==> src/cdpwm_pkg.sv <==
// Purpose : shared constants and types for the class-d pwm mode control block
// Assumes : 40 MHz core clock, 8-bit register port
// Notes   : register offsets, field positions, reset values and timing counts
package cdpwm_pkg;

   // register offsets
   localparam logic [7:0] REG_DEV_CTRL_ONE   = 8'h02;
   localparam logic [7:0] REG_DEV_CTRL_TWO   = 8'h03;
   localparam logic [7:0] REG_LOOP_PHASE     = 8'h53;
   localparam logic [7:0] REG_PIN_FUNCTION   = 8'h60;
   localparam logic [7:0] REG_PIN_INPUT_SEL  = 8'h64;
   localparam logic [7:0] REG_POWER_STATE    = 8'h68;
   localparam logic [7:0] REG_PHASE_SELECT   = 8'h6A;
   localparam logic [7:0] REG_SPREAD_ENABLE  = 8'h6B;
   localparam logic [7:0] REG_SPREAD_RATE    = 8'h6C;
   localparam logic [7:0] REG_THERMAL_STATUS = 8'h73;
   localparam logic [7:0] REG_FOLD_STEP      = 8'h74;
   localparam logic [7:0] REG_FOLD_RATE      = 8'h75;

   // field positions
   localparam int MOD_LSB      = 0;
   localparam int RATE_LSB     = 4;
   localparam int PST_LSB      = 0;
   localparam int SHIFT_BIT    = 0;
   localparam int SLOT_LSB     = 2;
   localparam int SYNC_LSB     = 0;
   localparam int SS_RANGE_LSB = 0;
   localparam int SS_FREQ_BIT  = 2;
   localparam int ATTACK_LSB   = 0;
   localparam int RELEASE_LSB  = 4;

   // field values
   localparam logic [7:0] SS_ENABLE_CODE = 8'h03;
   localparam logic [1:0] SYNC_ON_CODE   = 2'h3;
   localparam logic [7:0] PIN_FN_SYNC    = 8'h02;
   localparam logic [1:0] MOD_BOTH       = 2'h0;
   localparam logic [1:0] MOD_SINGLE     = 2'h1;
   localparam logic [1:0] MOD_HYBRID     = 2'h2;

   // reset values
   localparam logic [7:0] RST_DEV_CTRL_ONE = 8'h00;
   localparam logic [7:0] RST_DEV_CTRL_TWO = 8'h00;
   localparam logic [7:0] RST_ZERO         = 8'h00;
   localparam logic [7:0] RST_FOLD_STEP    = 8'h04;
   localparam logic [7:0] RST_FOLD_RATE    = 8'h33;

   // timing: core clock and switching periods in core cycles
   localparam int         CORE_CLK_KHZ = 40000;
   localparam logic [7:0] PER_384K     = 8'((CORE_CLK_KHZ + 383) / 384);
   localparam logic [7:0] PER_480K     = 8'((CORE_CLK_KHZ + 479) / 480);
   localparam logic [7:0] PER_576K     = 8'((CORE_CLK_KHZ + 575) / 576);
   localparam logic [7:0] PER_768K     = 8'((CORE_CLK_KHZ + 767) / 768);
   localparam logic [7:0] IDLE_PCT     = 8'h11;
   localparam logic [7:0] RATE_UNIT_SH = 8'h03;

   typedef enum logic [2:0] {
      PST_DEEP,
      PST_SLEEP,
      PST_HIZ,
      PST_PLAY,
      PST_WAIT
   } cdpwm_pst_e;

endpackage : cdpwm_pkg

==> src/cdpwm_chan.sv <==
// Purpose : one stereo channel output pair, compares carrier count with duty
// Assumes : sample is signed, full scale 128 is half a period of swing
// Notes   : hybrid runs as both-outputs switching, the level detect is in the dsp
`timescale 1ns/10ps
module cdpwm_chan
   import cdpwm_pkg::*;
(
   input  wire logic              i_core_clk,
   input  wire logic              i_reset,
   input  wire logic              i_enable,
   input  wire logic [1:0]        i_mod,
   input  wire logic [7:0]        i_cnt,
   input  wire logic [7:0]        i_per,
   input  wire logic signed [7:0] i_sample,
   output logic                   o_pos,
   output logic                   o_neg
);
   typedef struct packed {
      logic pos;
      logic neg;
   } cdpwm_chan_s;

   cdpwm_chan_s q_r;
   cdpwm_chan_s q_nxt;
   logic [7:0]  half;
   logic [7:0]  idle;
   logic [7:0]  mag;
   logic [7:0]  dlt;
   logic [15:0] prod;
   logic [15:0] iprod;
   logic [7:0]  thr_p;
   logic [7:0]  thr_n;

   always_comb begin
      half  = {1'b0, i_per[7:1]};
      mag   = i_sample[7] ? 8'(-i_sample) : 8'(i_sample);
      prod  = {8'h00, i_per} * {8'h00, mag};
      dlt   = prod[15:8];
      iprod = {8'h00, i_per} * {8'h00, IDLE_PCT};
      idle  = 8'(iprod / 16'h0064);
      // single side idle
      if (i_mod == MOD_SINGLE) begin
         thr_p = i_sample[7] ? 8'h00 : 8'(idle + dlt);
         thr_n = i_sample[7] ? 8'(idle + dlt) : 8'h00;
         if (mag == 8'h00) begin
            thr_p = idle;
            thr_n = idle;
         end
      // both outputs in phase
      end else begin
         thr_p = i_sample[7] ? 8'(half - dlt) : 8'(half + dlt);
         thr_n = i_sample[7] ? 8'(half + dlt) : 8'(half - dlt);
      end
      q_nxt     = q_r;
      q_nxt.pos = i_enable && (i_cnt < thr_p);
      q_nxt.neg = i_enable && (i_cnt < thr_n);
   end

   always_ff @(posedge i_core_clk) begin
      if (i_reset) begin
         q_r <= '0;
      end else begin
         q_r <= q_nxt;
      end
   end

   assign o_pos = q_r.pos;
   assign o_neg = q_r.neg;
endmodule : cdpwm_chan

==> src/cdpwm_ctrl.sv <==
// What this block does
// spread field: codes 0-3 24k triangle, 4-7 48k, range 5/10/20/25 percent
// spread spectrum runs only while spread enable register holds 0x03
// loop register bit 0 shifts channel two pwm by half a period
// four phase slots, each an eighth of a period, 45 degrees apart
// host writes 0x03, 0x07, 0x0B or 0x0F to pick slot with sync on
// host stops audio clock, programs phase, sets hiz, then restarts clock
// audio clock start with sync on and hiz realigns the carrier to slot
// a general pin is chosen as sync input by pin function and select
// gpio sync with play requested halts in hiz and reports hiz
// rising edge on sync pin restarts carrier at slot and enters play
// four temperature warnings shown in bits 0-3 of thermal status
// foldback ramps attenuation up, more for each higher warning
// when warnings clear attenuation ramps back to zero
// foldback step and attack and release rates are programmable
// device control two bits 1:0 select deep sleep, sleep, hiz, play
// deep sleep keeps register port and dsp alive
// sleep keeps port, core, dsp memory and regulator on
// hiz disables only the output drivers
// device control one bits 1:0 pick modulation scheme
// both-outputs switching: outputs swing rail to rail, in phase at zero
// both-outputs switching: positive duty above half for positive signal
// device control one bits 6:4 set the switching rate
// single side switching idles near 17 percent, one side rails low
// phase register bits 3:2 slot, bits 1:0 sync enable
// state, scheme and spread changes take effect at a period boundary
//
// Purpose : register port, carrier, phase sync, power states, thermal foldback
// Assumes : register port strobes are one cycle, from the serial control core
// Notes   : the triangle rate is an approximation, one step per carrier period
`timescale 1ns/10ps
module cdpwm_ctrl
   import cdpwm_pkg::*;
(
   input  wire logic              i_core_clk,
   input  wire logic              i_reset,
   input  wire logic              i_reg_wr,
   input  wire logic              i_reg_rd,
   input  wire logic [7:0]        i_reg_addr,
   input  wire logic [7:0]        i_reg_wdata,
   output logic [7:0]             o_reg_rdata,
   input  wire logic              i_sclk_present,
   input  wire logic [3:0]        i_general_pin,
   input  wire logic [3:0]        i_temperature_warning,
   input  wire logic signed [7:0] i_audio_a,
   input  wire logic signed [7:0] i_audio_b,
   output logic                   o_positive_output_a,
   output logic                   o_negative_output_a,
   output logic                   o_positive_output_b,
   output logic                   o_negative_output_b,
   output logic                   o_drive_enable,
   output logic                   o_core_awake,
   output logic                   o_regulator_on,
   output logic                   o_dsp_active,
   output logic [7:0]             o_fold_atten
);

   typedef struct packed {
      logic [7:0]       ctrl_one, ctrl_two, loop_phase, pin_fn, pin_sel;
      logic [7:0]       phase_sel, ss_en, ss_rate, fold_step, fold_rate;
      cdpwm_pst_e       pst;
      logic [7:0]       cnt;
      logic [7:0]       per;
      logic signed [8:0] tri_off;
      logic             tri_up;
      logic [1:0]       mod_app;
      logic             ss_app;
      logic [3:0]       ss_code_app;
      logic             sclk_d;
      logic             gpio_d;
      logic [3:0]       temp;
      logic [7:0]       atten;
      logic [7:0]       rcnt;
      logic [7:0]       rdata;
   } cdpwm_state_s;

   cdpwm_state_s q_r;
   cdpwm_state_s q_nxt;

   ////////////////////////////////////////////////////////////////////////////
   // helpers

   function automatic logic [7:0] base_period(input logic [2:0] rate);
      case (rate)
         3'h0:    base_period = PER_384K;
         3'h1:    base_period = PER_480K;
         3'h2:    base_period = PER_576K;
         3'h3:    base_period = PER_768K;
         default: base_period = PER_384K;
      endcase
   endfunction : base_period
   function automatic logic [7:0] spread_amp(input logic [7:0] base, input logic [1:0] rng);
      logic [15:0] p;
      logic [7:0]  pct;
      case (rng)
         2'h0:    pct = 8'h05;
         2'h1:    pct = 8'h0A;
         2'h2:    pct = 8'h14;
         default: pct = 8'h19;
      endcase
      p          = {8'h00, base} * {8'h00, pct};
      spread_amp = 8'(p / 16'h00C8);
   endfunction : spread_amp
   function automatic logic [7:0] wrap_add(input logic [7:0] a, input logic [7:0] b,
                                           input logic [7:0] per);
      logic [8:0] s;
      s        = {1'b0, a} + {1'b0, b};
      wrap_add = (s >= {1'b0, per}) ? 8'(s - {1'b0, per}) : s[7:0];
   endfunction : wrap_add
   function automatic logic [7:0] slot_offset(input logic [7:0] per, input logic [1:0] slot);
      logic [9:0] p;
      p           = {2'h0, per} * {8'h00, slot};
      slot_offset = {1'b0, p[9:3]};
   endfunction : slot_offset
   function automatic logic [1:0] pst_code(input cdpwm_pst_e s);
      case (s)
         PST_DEEP:  pst_code = 2'h0;
         PST_SLEEP: pst_code = 2'h1;
         PST_PLAY:  pst_code = 2'h3;
         default:   pst_code = 2'h2;
      endcase
   endfunction : pst_code
   function automatic logic [7:0] rate_limit(input logic [3:0] code);
      rate_limit = 8'({4'h0, code} + 8'h01) << RATE_UNIT_SH;
   endfunction : rate_limit

   ////////////////////////////////////////////////////////////////////////////
   // decoded conditions

   logic        wrap, sync_on, gpio_armed, gpio_now, gpio_rise, sclk_rise, sync_evt;
   logic [1:0]  slot;
   logic [2:0]  nwarn;
   logic [7:0]  base, amp_app, step, cnt_b, target, lim;
   logic [10:0] tgt_w;

   always_comb begin
      wrap       = (q_r.cnt >= 8'(q_r.per - 8'h01));
      // phase register layout
      sync_on    = (q_r.phase_sel[SYNC_LSB +: 2] == SYNC_ON_CODE);
      slot       = q_r.phase_sel[SLOT_LSB +: 2];
      // general pin as sync input
      gpio_armed = sync_on && (q_r.pin_fn == PIN_FN_SYNC);
      gpio_now   = i_general_pin[q_r.pin_sel[1:0]];
      gpio_rise  = gpio_now && !q_r.gpio_d;
      sclk_rise  = i_sclk_present && !q_r.sclk_d;
      sync_evt   = (q_r.pst == PST_WAIT && gpio_rise)
                   || (q_r.pst == PST_HIZ && sync_on && sclk_rise);
      // switching rate
      base       = base_period(q_r.ctrl_one[RATE_LSB +: 3]);
      // triangle rate and range
      amp_app    = spread_amp(base, q_r.ss_code_app[SS_RANGE_LSB +: 2]);
      step       = q_r.ss_code_app[SS_FREQ_BIT] ? 8'h02 : 8'h01;
      // half period shift
      cnt_b      = q_r.loop_phase[SHIFT_BIT]
                   ? wrap_add(q_r.cnt, {1'b0, q_r.per[7:1]}, q_r.per) : q_r.cnt;
      nwarn      = 3'({2'h0, q_r.temp[0]} + {2'h0, q_r.temp[1]}
                      + {2'h0, q_r.temp[2]} + {2'h0, q_r.temp[3]});
      // more attenuation per warning
      tgt_w      = {8'h00, nwarn} * {3'h0, q_r.fold_step};
      target     = (tgt_w > 11'h0FF) ? 8'hFF : tgt_w[7:0];
      // attack and release rates
      lim        = (target > q_r.atten) ? rate_limit(q_r.fold_rate[ATTACK_LSB +: 4])
                                        : rate_limit(q_r.fold_rate[RELEASE_LSB +: 4]);
   end

   ////////////////////////////////////////////////////////////////////////////
   // next state

   always_comb begin
      q_nxt        = q_r;
      q_nxt.sclk_d = i_sclk_present;
      q_nxt.gpio_d = gpio_now;
      // warning status
      q_nxt.temp   = i_temperature_warning;
      if (i_reg_wr) begin
         case (i_reg_addr)
            REG_DEV_CTRL_ONE:  q_nxt.ctrl_one   = i_reg_wdata;
            REG_DEV_CTRL_TWO:  q_nxt.ctrl_two   = i_reg_wdata;
            REG_LOOP_PHASE:    q_nxt.loop_phase = i_reg_wdata;
            REG_PIN_FUNCTION:  q_nxt.pin_fn     = i_reg_wdata;
            REG_PIN_INPUT_SEL: q_nxt.pin_sel    = i_reg_wdata;
            REG_PHASE_SELECT:  q_nxt.phase_sel  = i_reg_wdata;
            REG_SPREAD_ENABLE: q_nxt.ss_en      = i_reg_wdata;
            REG_SPREAD_RATE:   q_nxt.ss_rate    = i_reg_wdata;
            REG_FOLD_STEP:     q_nxt.fold_step  = i_reg_wdata;
            REG_FOLD_RATE:     q_nxt.fold_rate  = i_reg_wdata;
            default:           q_nxt.rdata      = q_r.rdata;
         endcase
      end
      if (i_reg_rd) begin
         case (i_reg_addr)
            REG_DEV_CTRL_ONE:   q_nxt.rdata = q_r.ctrl_one;
            REG_DEV_CTRL_TWO:   q_nxt.rdata = q_r.ctrl_two;
            REG_LOOP_PHASE:     q_nxt.rdata = q_r.loop_phase;
            REG_PIN_FUNCTION:   q_nxt.rdata = q_r.pin_fn;
            REG_PIN_INPUT_SEL:  q_nxt.rdata = q_r.pin_sel;
            REG_POWER_STATE:    q_nxt.rdata = {6'h00, pst_code(q_r.pst)};
            REG_PHASE_SELECT:   q_nxt.rdata = q_r.phase_sel;
            REG_SPREAD_ENABLE:  q_nxt.rdata = q_r.ss_en;
            REG_SPREAD_RATE:    q_nxt.rdata = q_r.ss_rate;
            REG_THERMAL_STATUS: q_nxt.rdata = {4'h0, q_r.temp};
            REG_FOLD_STEP:      q_nxt.rdata = q_r.fold_step;
            REG_FOLD_RATE:      q_nxt.rdata = q_r.fold_rate;
            default:            q_nxt.rdata = 8'h00;
         endcase
      end
      // carrier and period boundary
      q_nxt.cnt = wrap ? 8'h00 : 8'(q_r.cnt + 8'h01);
      if (wrap) begin
         // settings applied at boundary
         q_nxt.mod_app     = q_r.ctrl_one[MOD_LSB +: 2];
         // spread enable code
         q_nxt.ss_app      = (q_r.ss_en == SS_ENABLE_CODE);
         q_nxt.ss_code_app = q_r.ss_rate[3:0];
         if (q_r.ss_app) begin
            if (q_r.tri_up) begin
               q_nxt.tri_off = q_r.tri_off + $signed({1'b0, step});
               q_nxt.tri_up  = (q_nxt.tri_off < $signed({1'b0, amp_app}));
            end else begin
               q_nxt.tri_off = q_r.tri_off - $signed({1'b0, step});
               q_nxt.tri_up  = (q_nxt.tri_off <= -$signed({1'b0, amp_app}));
            end
         end else begin
            q_nxt.tri_off = 9'sh000;
            q_nxt.tri_up  = 1'b1;
         end
         q_nxt.per = 8'($signed({1'b0, base}) + q_nxt.tri_off);
         // requested power state
         case (q_r.ctrl_two[PST_LSB +: 2])
            2'h0: q_nxt.pst = PST_DEEP;
            2'h1: q_nxt.pst = PST_SLEEP;
            2'h2: q_nxt.pst = PST_HIZ;
            default: begin
               // halt in hiz awaiting sync
               if (gpio_armed && q_r.pst != PST_PLAY) begin
                  q_nxt.pst = PST_WAIT;
               end else begin
                  q_nxt.pst = PST_PLAY;
               end
            end
         endcase
      end

      // audio clock start realign
      // sync edge enters play
      if (sync_evt) begin
         q_nxt.cnt = slot_offset(q_r.per, slot);
         if (q_r.pst == PST_WAIT) begin
            q_nxt.pst = PST_PLAY;
         end
      end
      // attack ramp
      // release ramp
      if (q_r.atten == target) begin
         q_nxt.rcnt = 8'h00;
      end else if (q_r.rcnt >= 8'(lim - 8'h01)) begin
         q_nxt.rcnt  = 8'h00;
         q_nxt.atten = (target > q_r.atten) ? 8'(q_r.atten + 8'h01) : 8'(q_r.atten - 8'h01);
      end else begin
         q_nxt.rcnt = 8'(q_r.rcnt + 8'h01);
      end
   end

   always_ff @(posedge i_core_clk) begin
      if (i_reset) begin
         q_r             <= '0;
         q_r.ctrl_one    <= RST_DEV_CTRL_ONE;
         q_r.ctrl_two    <= RST_DEV_CTRL_TWO;
         q_r.fold_step   <= RST_FOLD_STEP;
         q_r.fold_rate   <= RST_FOLD_RATE;
         q_r.pst         <= PST_DEEP;
         q_r.per         <= PER_384K;
         q_r.tri_off     <= 9'sh000;
         q_r.tri_up      <= 1'b1;
         q_r.sclk_d      <= 1'b1; // running clock at release is no start
      end else begin
         q_r <= q_nxt;
      end
   end

   ////////////////////////////////////////////////////////////////////////////
   // outputs

   // only drivers follow hiz
   assign o_drive_enable = (q_r.pst == PST_PLAY);
   // port and dsp stay alive in every state
   assign o_dsp_active   = 1'b1;
   // sleep keeps core and regulator up
   assign o_core_awake   = (q_r.pst != PST_DEEP);
   assign o_regulator_on = (q_r.pst != PST_DEEP);
   assign o_reg_rdata    = q_r.rdata;
   assign o_fold_atten   = q_r.atten;

   // modulation scheme select
   cdpwm_chan u_chan_a (
      .i_core_clk (i_core_clk),
      .i_reset    (i_reset),
      .i_enable   (o_drive_enable),
      .i_mod      (q_r.mod_app),
      .i_cnt      (q_r.cnt),
      .i_per      (q_r.per),
      .i_sample   (i_audio_a),
      .o_pos      (o_positive_output_a),
      .o_neg      (o_negative_output_a)
   );

   cdpwm_chan u_chan_b (
      .i_core_clk (i_core_clk),
      .i_reset    (i_reset),
      .i_enable   (o_drive_enable),
      .i_mod      (q_r.mod_app),
      .i_cnt      (cnt_b),
      .i_per      (q_r.per),
      .i_sample   (i_audio_b),
      .o_pos      (o_positive_output_b),
      .o_neg      (o_negative_output_b)
   );
endmodule : cdpwm_ctrl

==> config.mk <==
export PLATFORM = sky130hd
export DESIGN_NAME = cdpwm_ctrl
export DESIGN_NICKNAME = d
export VERILOG_FILES = /design/src/cdpwm_pkg.sv /design/src/cdpwm_chan.sv /design/src/cdpwm_ctrl.sv
export SDC_FILE = /design/constraint.sdc
export NUM_CORES = 1
export LEC_CHECK = 0
export BUFFER_PORTS_ARGS = -buffer_cell sky130_fd_sc_hd__buf_4
export CELL_PAD_IN_SITES_DETAIL_PLACEMENT = 0
export CELL_PAD_IN_SITES_GLOBAL_PLACEMENT = 1
export CORE_MARGIN = 4
export CORE_UTILIZATION = 49
export CTS_CLUSTER_SIZE = 8
export DETAILED_ROUTE_END_ITERATION = 8
export PLACE_DENSITY_LB_ADDON = 0.1
export SKIP_CTS_REPAIR_TIMING = 1
export SYNTH_ARGS = -nofsm -noshare
export SYNTH_HDL_FRONTEND = slang
export SYNTH_SLANG_ARGS = --single-unit
==> constraint.sdc <==
create_clock -name i_core_clk -period 12.25 [get_ports i_core_clk]
set_input_delay 0 -clock i_core_clk [delete_from_list [all_inputs] [get_ports i_core_clk]]
set_output_delay 0 -clock i_core_clk [all_outputs]
set_load 0.01 [all_outputs]
==> flow_summary.toml, run 1 <==
[synthesis]
synthDominantCellAreaShare = 0.162
avgSynthCellArea_um2 = 7.75
synth_area_um2 = 20400
synth_edf_count = 0
netlist-cell-type-count = 110
ys_ff_latch = 149
async_reset_ff_frac = 0
synthCells = 2635
ys_seq_area_frac = 0.146
yosysTopAreaCell = "ha_1"
ys_top_cells_by_area = "ha_1 (16%), dfxtp_1 (15%), fa_1 (10%)"
synth_warnings = 0
ys.flop_type = "dfxtp_1"

[clock_tree]
htree_levels = 4
clockBufferDepth = 2
root_buffer = "clkbuf_16"
cts_buffers = 17
insertion_delay_ns = 0.45
tritoncts = "yes"
cts.clk_slew.worst_paths_ns = 0.08
cts_num_sinks = 149

[timing]
slew_headroom = 0.261
rsz0062_at_grt = "no"
setup_violations = 0
post-route-period-util = 0.870
fmax_mhz = 93.8
hold_violations = 0
whs_ns = 0.0713
setup_slack_ns = 1.59
fin_worst_skew_ns = 0.0174
fin_tns_setup_ns = 0
fin_crit_ns = 10.66
tightestPinTransition_ns = 1.10
slew_violations = 0

[detailed_routing]
ant_nets = 0
wire_per_inst_um = 17.9
drcViolationCount = 0
via_count = 18300
route.final.wire_length_mm = 56.5
viasPerCell = 5.79
drt_iter0_drc = 1142
dr.pass1.iters = 6

[critical_path]
r2r_cells = 49
end_kind = "flip-flop"
worstSetupPathType = "reg -> reg"
setup.worst_path.end = "q_r[37]$_SDFFE_PP1N_"
slowest_delay_ns = 0.72
worst-path-max-fanout = 11
worstPathArrival_ns = 11.04
cp.required_ns = 12.63
cp_slowest_cell = "xnor2_1"
critPathLaunch = "q_r[143]$_SDFFE_PP0P_"
rr_endpoint = "q_r[37]$_SDFFE_PP1N_"
crit_top_cell = "inv_1"
start_kind = "flip-flop"
r2r_start = "q_r[143]$_SDFFE_PP0P_"
r2r_setup_slack_ns = 1.59

[die]
core_area_um2 = 41000
ios = 69
start_util = 0.498
fp.dieW_um = 212
die_area_um2 = 45000
die_h_um = 212
rows = 74

[place]
pre_cts_ws_ns = 1.70
dp_hpwl_mm = 43.0
postPlaceCellArea_um2 = 21100
io_buffers = 67
gp_congestion = 0.880

[cells_and_area]
syn_to_final_growth_pct = 7.31
multi_input_area_um2 = 16000
drive_gt1_frac = 0.0733
n_antenna_cell = 0
layout_commonest_cell = "nand2_1"
fin_area_um2 = 21900
regArea_um2 = 2980
nNetsFinal = 3032
nFillCells = 3998
final_cell_mix = "nand2_1 (296), nor2_1 (268), ha_1 (264)"

[global_route]
antenna_found_initial = 0
grt_pass1_vias = 18100
grt_pass1_wl_mm = 93.3
overflow = 0
grt_max_degree = 76
track_usage = 0.252

[power]
power_density_nw_per_um2 = 133
total_power_uw = 2910
seqPwrFrac = 0.169
power.net_switching_uw = 1320
internal_power_uw = 1590
ir_drop_uv = 124
clock_power_share = 0.193
p_sw_frac = 0.453
comb_power_share = 0.638
p_leak_uw = 0.0102

[job]
max_cap_violations = 0

[worst_hold_path]
worstHoldPathType = "in -> reg"

[outcome]
status = "finished, final reports clean"
state kept, by name, summed over array words and instances, names as in the netlist:
name / cells
u_chan_b.o_neg: 1
o_reg_rdata: 8
u_chan_b.o_pos: 1
o_fold_atten: 8
u_chan_a.o_neg: 1
q_r: 129
u_chan_a.o_pos: 1
through the flow:
stage | instances | util
2_1_floorplan | 2636 | -
3_3_place_gp | 3118 | 0.515
3_5_place_dp | 3118 | 0.515
4_1_cts | 3150 | 0.531
5_1_grt | 3164 | 0.534
6_report | 3164 | 0.534
layout make-up:
type                    count  share of cell area
clock buffers              18              0.0201
well taps                 532              0.0304
repair buffers             99              0.0355
flip-flops and latches    149               0.136
clock inverters            14             0.00828
inverters                 222              0.0381
multi-input cells        2130               0.731
logic make-up (layout without fill, tap and decap cells):
group | after synthesis | in the layout | share of synthesized area
xor+xnor | 156 | 156 | 0.0673
other cells | 1 | 2 | 0.000184
compound gates | 567 | 567 | 0.188
buf+inv | 357 | 353 | 0.0706
fa+ha+maj | 372 | 372 | 0.266
simple gates | 961 | 961 | 0.225
flops | 149 | 149 | 0.146
mux | 72 | 72 | 0.0369
layer usage:
metal  up-vias  global-route usage  share of wire
met3        81              0.0305          0.041
met5         -                   0              0
li1       9066                   -              -
met2       425               0.435           0.48
met1      8746               0.337           0.46
met4         0              0.0653          0.023
synthesized netlist by cell type, types with 5 or more instances:
library cell / count
nand2_1: 296
nor2_1: 268
ha_1: 264
inv_1: 215
a21oi_1: 197
dfxtp_1: 149
xnor2_1: 106
fa_1: 104
clkbuf_1: 98
nand3_1: 92
o21ai_0: 83
mux2i_1: 58
and2_1: 53
nor2b_1: 52
xor2_1: 49
a21o_1: 44
nor3_1: 38
nand2b_1: 33
and3_1: 25
nand4_1: 20
o21a_1: 20
buf_4: 19
o21bai_1: 18
a211oi_1: 17
o211ai_1: 15
a211o_1: 12
a22oi_1: 12
mux2_2: 12
nor4_1: 12
o221ai_1: 12
or3_1: 12
a221oi_1: 10
a31oi_1: 10
buf_1: 10
a222oi_1: 9
o31ai_1: 9
or2_2: 9
o21ai_1: 8
o22ai_1: 8
buf_2: 5
nand3b_1: 5
nor3b_1: 5
nor4b_1: 5
o211a_1: 5
worst min path at each step:
| stage | start | slack (ns) | end | cells after the start |
|---|---|---|---|---|
| detailed placement | i_temperature_warning[1] | 0.23 | q_r[25]$_SDFF_PP0_ | 2 |
| floorplan | i_sclk_present | 0.11 | q_r[29]$_SDFF_PP1_ | 1 |
| global placement | i_temperature_warning[2] | 0.22 | q_r[26]$_SDFF_PP0_ | 2 |
| CTS | i_temperature_warning[1] | -0.24 | q_r[25]$_SDFF_PP0_ | 2 |
| global route | i_reg_addr[3] | 0.08 | q_r[118]$_SDFFE_PP0P_ | 4 |
| finish | i_reg_addr[3] | 0.07 | q_r[115]$_SDFFE_PP0P_ | 4 |
worst max-delay path: cells and delay by family (launching register included):
kind	cells	cell delay (ns)
compound gates	21	4.48
fa+ha+maj	7	2.37
simple gates	13	1.85
buf+inv	7	0.72
xor+xnor	1	0.72
flops	1	0.50
power by group through the flow:
stage / logic (uW) / registers [uW] / clock network (uW)
6_report: 1860 / 493 / 561
5_1_grt: 2140 / 493 / 592
4_1_cts: 1850 / 493 / 571
3_5_place_dp: 1830 / 504 / 0
3_3_place_gp: 1800 / 504 / 0
2_1_floorplan: 1450 / 502 / 0
Note: power is estimated with default switching activity, not from simulation.
==> run 2: changes to the inputs <==
--- a/config.mk
+++ b/config.mk
@@ -12,7 +12,7 @@
 export CORE_UTILIZATION = 49
 export CTS_CLUSTER_SIZE = 8
 export DETAILED_ROUTE_END_ITERATION = 8
-export PLACE_DENSITY_LB_ADDON = 0.1
+export PLACE_DENSITY_LB_ADDON = 0.3
 export SKIP_CTS_REPAIR_TIMING = 1
 export SYNTH_ARGS = -nofsm -noshare
 export SYNTH_HDL_FRONTEND = slang
==> flow_summary.toml, run 2 (synthesized netlist as in run 1, its figures left out) <==
[outcome]
status = "finished, final reports clean"

[job]
max_cap_violations = 0

[cells_and_area]
regArea_um2 = 2980
drive_gt1_frac = 0.0733
final_cell_mix = "nand2_1 (296), nor2_1 (268), ha_1 (264)"
multi_input_area_um2 = 16000
n_antenna_cell = 0
post-route-util = 0.533
syn_to_final_growth_pct = 7.19
nFillCells = 3955
largest_reg_flops = 129
top_register = "q_r"
layout_commonest_cell = "nand2_1"
nNetsFinal = 3033

[power]
ir_drop_uv = 122
power.net_switching_uw = 1330
power_density_nw_per_um2 = 132
comb_power_share = 0.643
clock_power_share = 0.186
p_leak_uw = 0.0102
internal_power_uw = 1550
p_sw_frac = 0.462
seqPwrFrac = 0.171

[worst_hold_path]
worstHoldPathType = "in -> reg"

[critical_path]
end_kind = "flip-flop"
cp_slowest_cell = "xnor2_1"
worst-path-max-fanout = 11
worstSetupPathType = "reg -> reg"
slowest_delay_ns = 0.76
start_kind = "flip-flop"
cp.required_ns = 12.63
crit_top_cell = "inv_1"
worstPathArrival_ns = 11.06

[die]
core_area_um2 = 41000
fp.dieW_um = 212
start_util = 0.498
ios = 69
die_area_um2 = 45000
rows = 74
die_h_um = 212

[clock_tree]
tritoncts = "yes"
htree_levels = 4
insertion_delay_ns = 0.45
cts_num_sinks = 149
cts_buffers = 17
root_buffer = "clkbuf_16"
cts.clk_slew.worst_paths_ns = 0.07
clockBufferDepth = 2

[detailed_routing]
viasPerCell = 5.85
drt_iter0_drc = 1253
drcViolationCount = 0
ant_nets = 0
route.final.wire_length_mm = 55.7
via_count = 18500
dr.pass1.iters = 8
wire_per_inst_um = 17.6

[global_route]
antenna_found_initial = 0
grt_pass1_wl_mm = 92.1
grt_pass1_vias = 18300
track_usage = 0.249
overflow = 0
grt_max_degree = 91

[timing]
fin_tns_setup_ns = 0
hold_violations = 0
fin_worst_skew_ns = 0.0158
rsz0062_at_grt = "no"
setup_violations = 0
slew_headroom = 0.242
fmax_mhz = 93.6
tightestPinTransition_ns = 1.13
post-route-period-util = 0.872
slew_violations = 0
fin_crit_ns = 10.68
whs_ns = 0.0238

[place]
io_buffers = 67
gp_congestion = 0.885
dp_hpwl_mm = 42.1
-- run 2: area by class of cell --
type / instances / area share
Clock inverter: 15 / 0.00772
Sequential cell: 149 / 0.136
Tap cell: 532 / 0.0304
Clock buffer: 17 / 0.0194
Timing Repair Buffer: 100 / 0.0359
Inverter: 222 / 0.0381
Multi-Input combinational cell: 2130 / 0.732
-- run 2: worst paths after layout --
check                              from               endpoint  cells after the start  slack, ns
hold reg to reg       q_r[8]$_SDFF_PP0_      q_r[8]$_SDFF_PP0_                      1       0.44
hold / removal                  i_reset  q_r[130]$_SDFFE_PP0P_                      2       0.02
setup / recovery  q_r[143]$_SDFFE_PP0P_   q_r[37]$_SDFFE_PP1N_                     49       1.57
setup reg to reg  q_r[143]$_SDFFE_PP0P_   q_r[37]$_SDFFE_PP1N_                     49       1.57
-- run 2: metrics by stage --
step | power (uW) | std cells | setup WS [ns] | cell area [um^2]
after floorplan | 1950 | 2636 | 3.25 | 20400
after global placement | 2300 | 3119 | 2.04 | 21100
after detailed placement | 2340 | 3119 | 1.74 | 21100
after CTS | 2890 | 3151 | 1.70 | 21700
after global routing | 3180 | 3165 | 0.578 | 21900
final | 2880 | 3165 | 1.57 | 21900
-- run 2: power groups by stage --
| stage | clock [uW] | sequential [uW] | combinational [uW] |
|---|---|---|---|
| floorplan | 0 | 502 | 1450 |
| global placement | 0 | 504 | 1790 |
| detailed placement | 0 | 504 | 1830 |
| CTS | 550 | 493 | 1850 |
| global route | 566 | 493 | 2120 |
| finish | 537 | 493 | 1850 |
-- run 2: per-layer routing --
| layer | GRT usage | share of wire | wire length [um] |
|---|---|---|---|
| met3 | 0.0339 | 0.051 | 2820 |
| met2 | 0.430 | 0.48 | 26600 |
| met4 | 0.0662 | 0.023 | 1290 |
| met1 | 0.328 | 0.45 | 24900 |
| met5 | 0 | 0 | 0 |
-- run 2: critical path: cells and delay by family (launching register included) --
| family | cells | cell delay [ns] |
|---|---|---|
| AOI/OAI and AO/OA | 21 | 4.49 |
| buffers and inverters | 8 | 0.79 |
| xor gates and xnor gates | 1 | 0.76 |
| DFF | 1 | 0.49 |
| adders and majority gates | 7 | 2.33 |
| and+or+nand+nor | 12 | 1.75 |
==> run 3: changes to the inputs <==
--- a/config.mk
+++ b/config.mk
@@ -5,7 +5,7 @@
 export SDC_FILE = /design/constraint.sdc
 export NUM_CORES = 1
 export LEC_CHECK = 0
-export BUFFER_PORTS_ARGS = -buffer_cell sky130_fd_sc_hd__buf_4
+export BUFFER_PORTS_ARGS = -buffer_cell sky130_fd_sc_hd__clkbuf_2
 export CELL_PAD_IN_SITES_DETAIL_PLACEMENT = 0
 export CELL_PAD_IN_SITES_GLOBAL_PLACEMENT = 1
 export CORE_MARGIN = 4
==> flow_summary.toml, run 3 (synthesized netlist as in run 1, its figures left out) <==
[outcome]
status = "finished, final reports clean"

[critical_path]
slowest_delay_ns = 0.77
r2r_setup_slack_ns = 1.63
crit_top_cell = "inv_1"
worstPathArrival_ns = 11.01
end_kind = "flip-flop"
cp.required_ns = 12.64
cp_slowest_cell = "xnor2_1"
worst-path-max-fanout = 11
start_kind = "flip-flop"
worstSetupPathType = "reg -> reg"

[detailed_routing]
drt_iter0_drc = 1447
viasPerCell = 5.80
route.final.wire_length_mm = 55.6
wire_per_inst_um = 17.6
via_count = 18300
drcViolationCount = 0
dr.pass1.iters = 9
ant_nets = 0

[cells_and_area]
regArea_um2 = 2980
nFillCells = 3941
largest_reg_flops = 129
post-route-util = 0.529
final_cell_mix = "nand2_1 (296), nor2_1 (268), ha_1 (264)"
drive_gt1_frac = 0.0734
instances_no_fill = 3160
top_register = "q_r"
n_antenna_cell = 0
layout_commonest_cell = "nand2_1"
nNetsFinal = 3028
multi_input_area_um2 = 16000
syn_to_final_growth_pct = 6.30

[die]
fp.dieW_um = 212
die_h_um = 212
rows = 74
core_area_um2 = 41000
die_area_um2 = 45000
start_util = 0.498
ios = 69

[timing]
fin_tns_setup_ns = 0
whs_ns = 0.00530
slew_violations = 0
setup_violations = 0
tightestPinTransition_ns = 0.981
hold_violations = 0
fmax_mhz = 94.1
fin_worst_skew_ns = 0.0212
rsz0062_at_grt = "no"
slew_headroom = 0.340
fin_crit_ns = 10.62
post-route-period-util = 0.867

[global_route]
top_usage_layer = "met2"
overflow = 0
met2_usage = 0.422
grt_pass1_vias = 18200
grtUsageMet1 = 0.329
met3_usage = 0.0307
grt_pass1_wl_mm = 92.4
grt_max_degree = 78
antenna_found_initial = 1
track_usage = 0.248

[power]
internal_power_uw = 1570
p_leak_uw = 0.0101
p_sw_frac = 0.459
total_power_uw = 2890
clock_power_share = 0.193
power.net_switching_uw = 1330
power_density_nw_per_um2 = 133
seqPwrFrac = 0.170
comb_power_share = 0.637
ir_drop_uv = 98.4

[place]
placedCellCount = 3119
gp_congestion = 0.878
dp_hpwl_mm = 42.2
io_buffers = 67

[worst_hold_path]
worstHoldPathType = "in -> reg"

[clock_tree]
cts_num_sinks = 149
root_buffer = "clkbuf_16"
cts_buffers = 17
insertion_delay_ns = 0.45
htree_levels = 4
clockBufferDepth = 2
cts.clk_slew.worst_paths_ns = 0.08
tritoncts = "yes"

[job]
max_cap_violations = 0
-- run 3: changes by cell type in the layout (fill, tap and decap cells not counted) --
cell / delta
inv_6: -1
bufinv_16: +1
clkbuf_2: +66
clkinv_4: -1
inv_8: -1
buf_4: -66
inv_12: -1
dlygate4sd3_1: -5
clkinv_8: +3
-- run 3: final cells by class --
class / count / share of cell area
multi-input combinational: 2130 / 0.738
sequential: 149 / 0.138
inverter: 222 / 0.0384
tap: 532 / 0.0307
timing repair buffer: 95 / 0.0263
clock buffer: 17 / 0.0196
clock inverter: 15 / 0.00934
-- run 3: critical path: cells and delay by family, from the launching register on --
| kind | cells | cell delay (ns) |
|---|---|---|
| AOI/OAI and AO/OA | 21 | 4.49 |
| xor gates and xnor gates | 1 | 0.77 |
| adders and majority gates | 7 | 2.36 |
| buffers and inverters | 7 | 0.66 |
| DFF | 1 | 0.51 |
| and+or+nand+nor | 13 | 1.75 |
-- run 3: path summary, 6_finish.rpt --
| path | start | end | cells after the start |
|---|---|---|---|
| setup reg to reg | q_r[143]$_SDFFE_PP0P_ | q_r[37]$_SDFFE_PP1N_ | 49 |
| hold / removal | i_reg_wdata[5] | q_r[103]$_SDFFE_PP0P_ | 3 |
| setup / recovery | q_r[143]$_SDFFE_PP0P_ | q_r[37]$_SDFFE_PP1N_ | 49 |
| hold reg to reg | q_r[8]$_SDFF_PP0_ | q_r[8]$_SDFF_PP0_ | 1 |
-- run 3: through the flow --
step	worst slack [ns]	instance area, um^2
3_5_place_dp	1.76	21000
2_1_floorplan	3.25	20400
6_report	1.63	21700
5_1_grt	0.589	21700
4_1_cts	1.69	21600
3_3_place_gp	2.06	21000
-- run 3: power by group through the flow --
| stage | clock (uW) | combinational [uW] | sequential, uW |
|---|---|---|---|
| final | 557 | 1840 | 493 |
| after global routing | 584 | 2130 | 493 |
| after CTS | 563 | 1840 | 493 |
| after detailed placement | 0 | 1830 | 504 |
| after global placement | 0 | 1790 | 504 |
| after floorplan | 0 | 1450 | 502 |
-- run 3: layer usage --
layer  up-vias  wire [um]
met5         -          0
met3        92       2640
met1      8723      25200
li1       9069          -
met4         0       1600
met2       449      26200
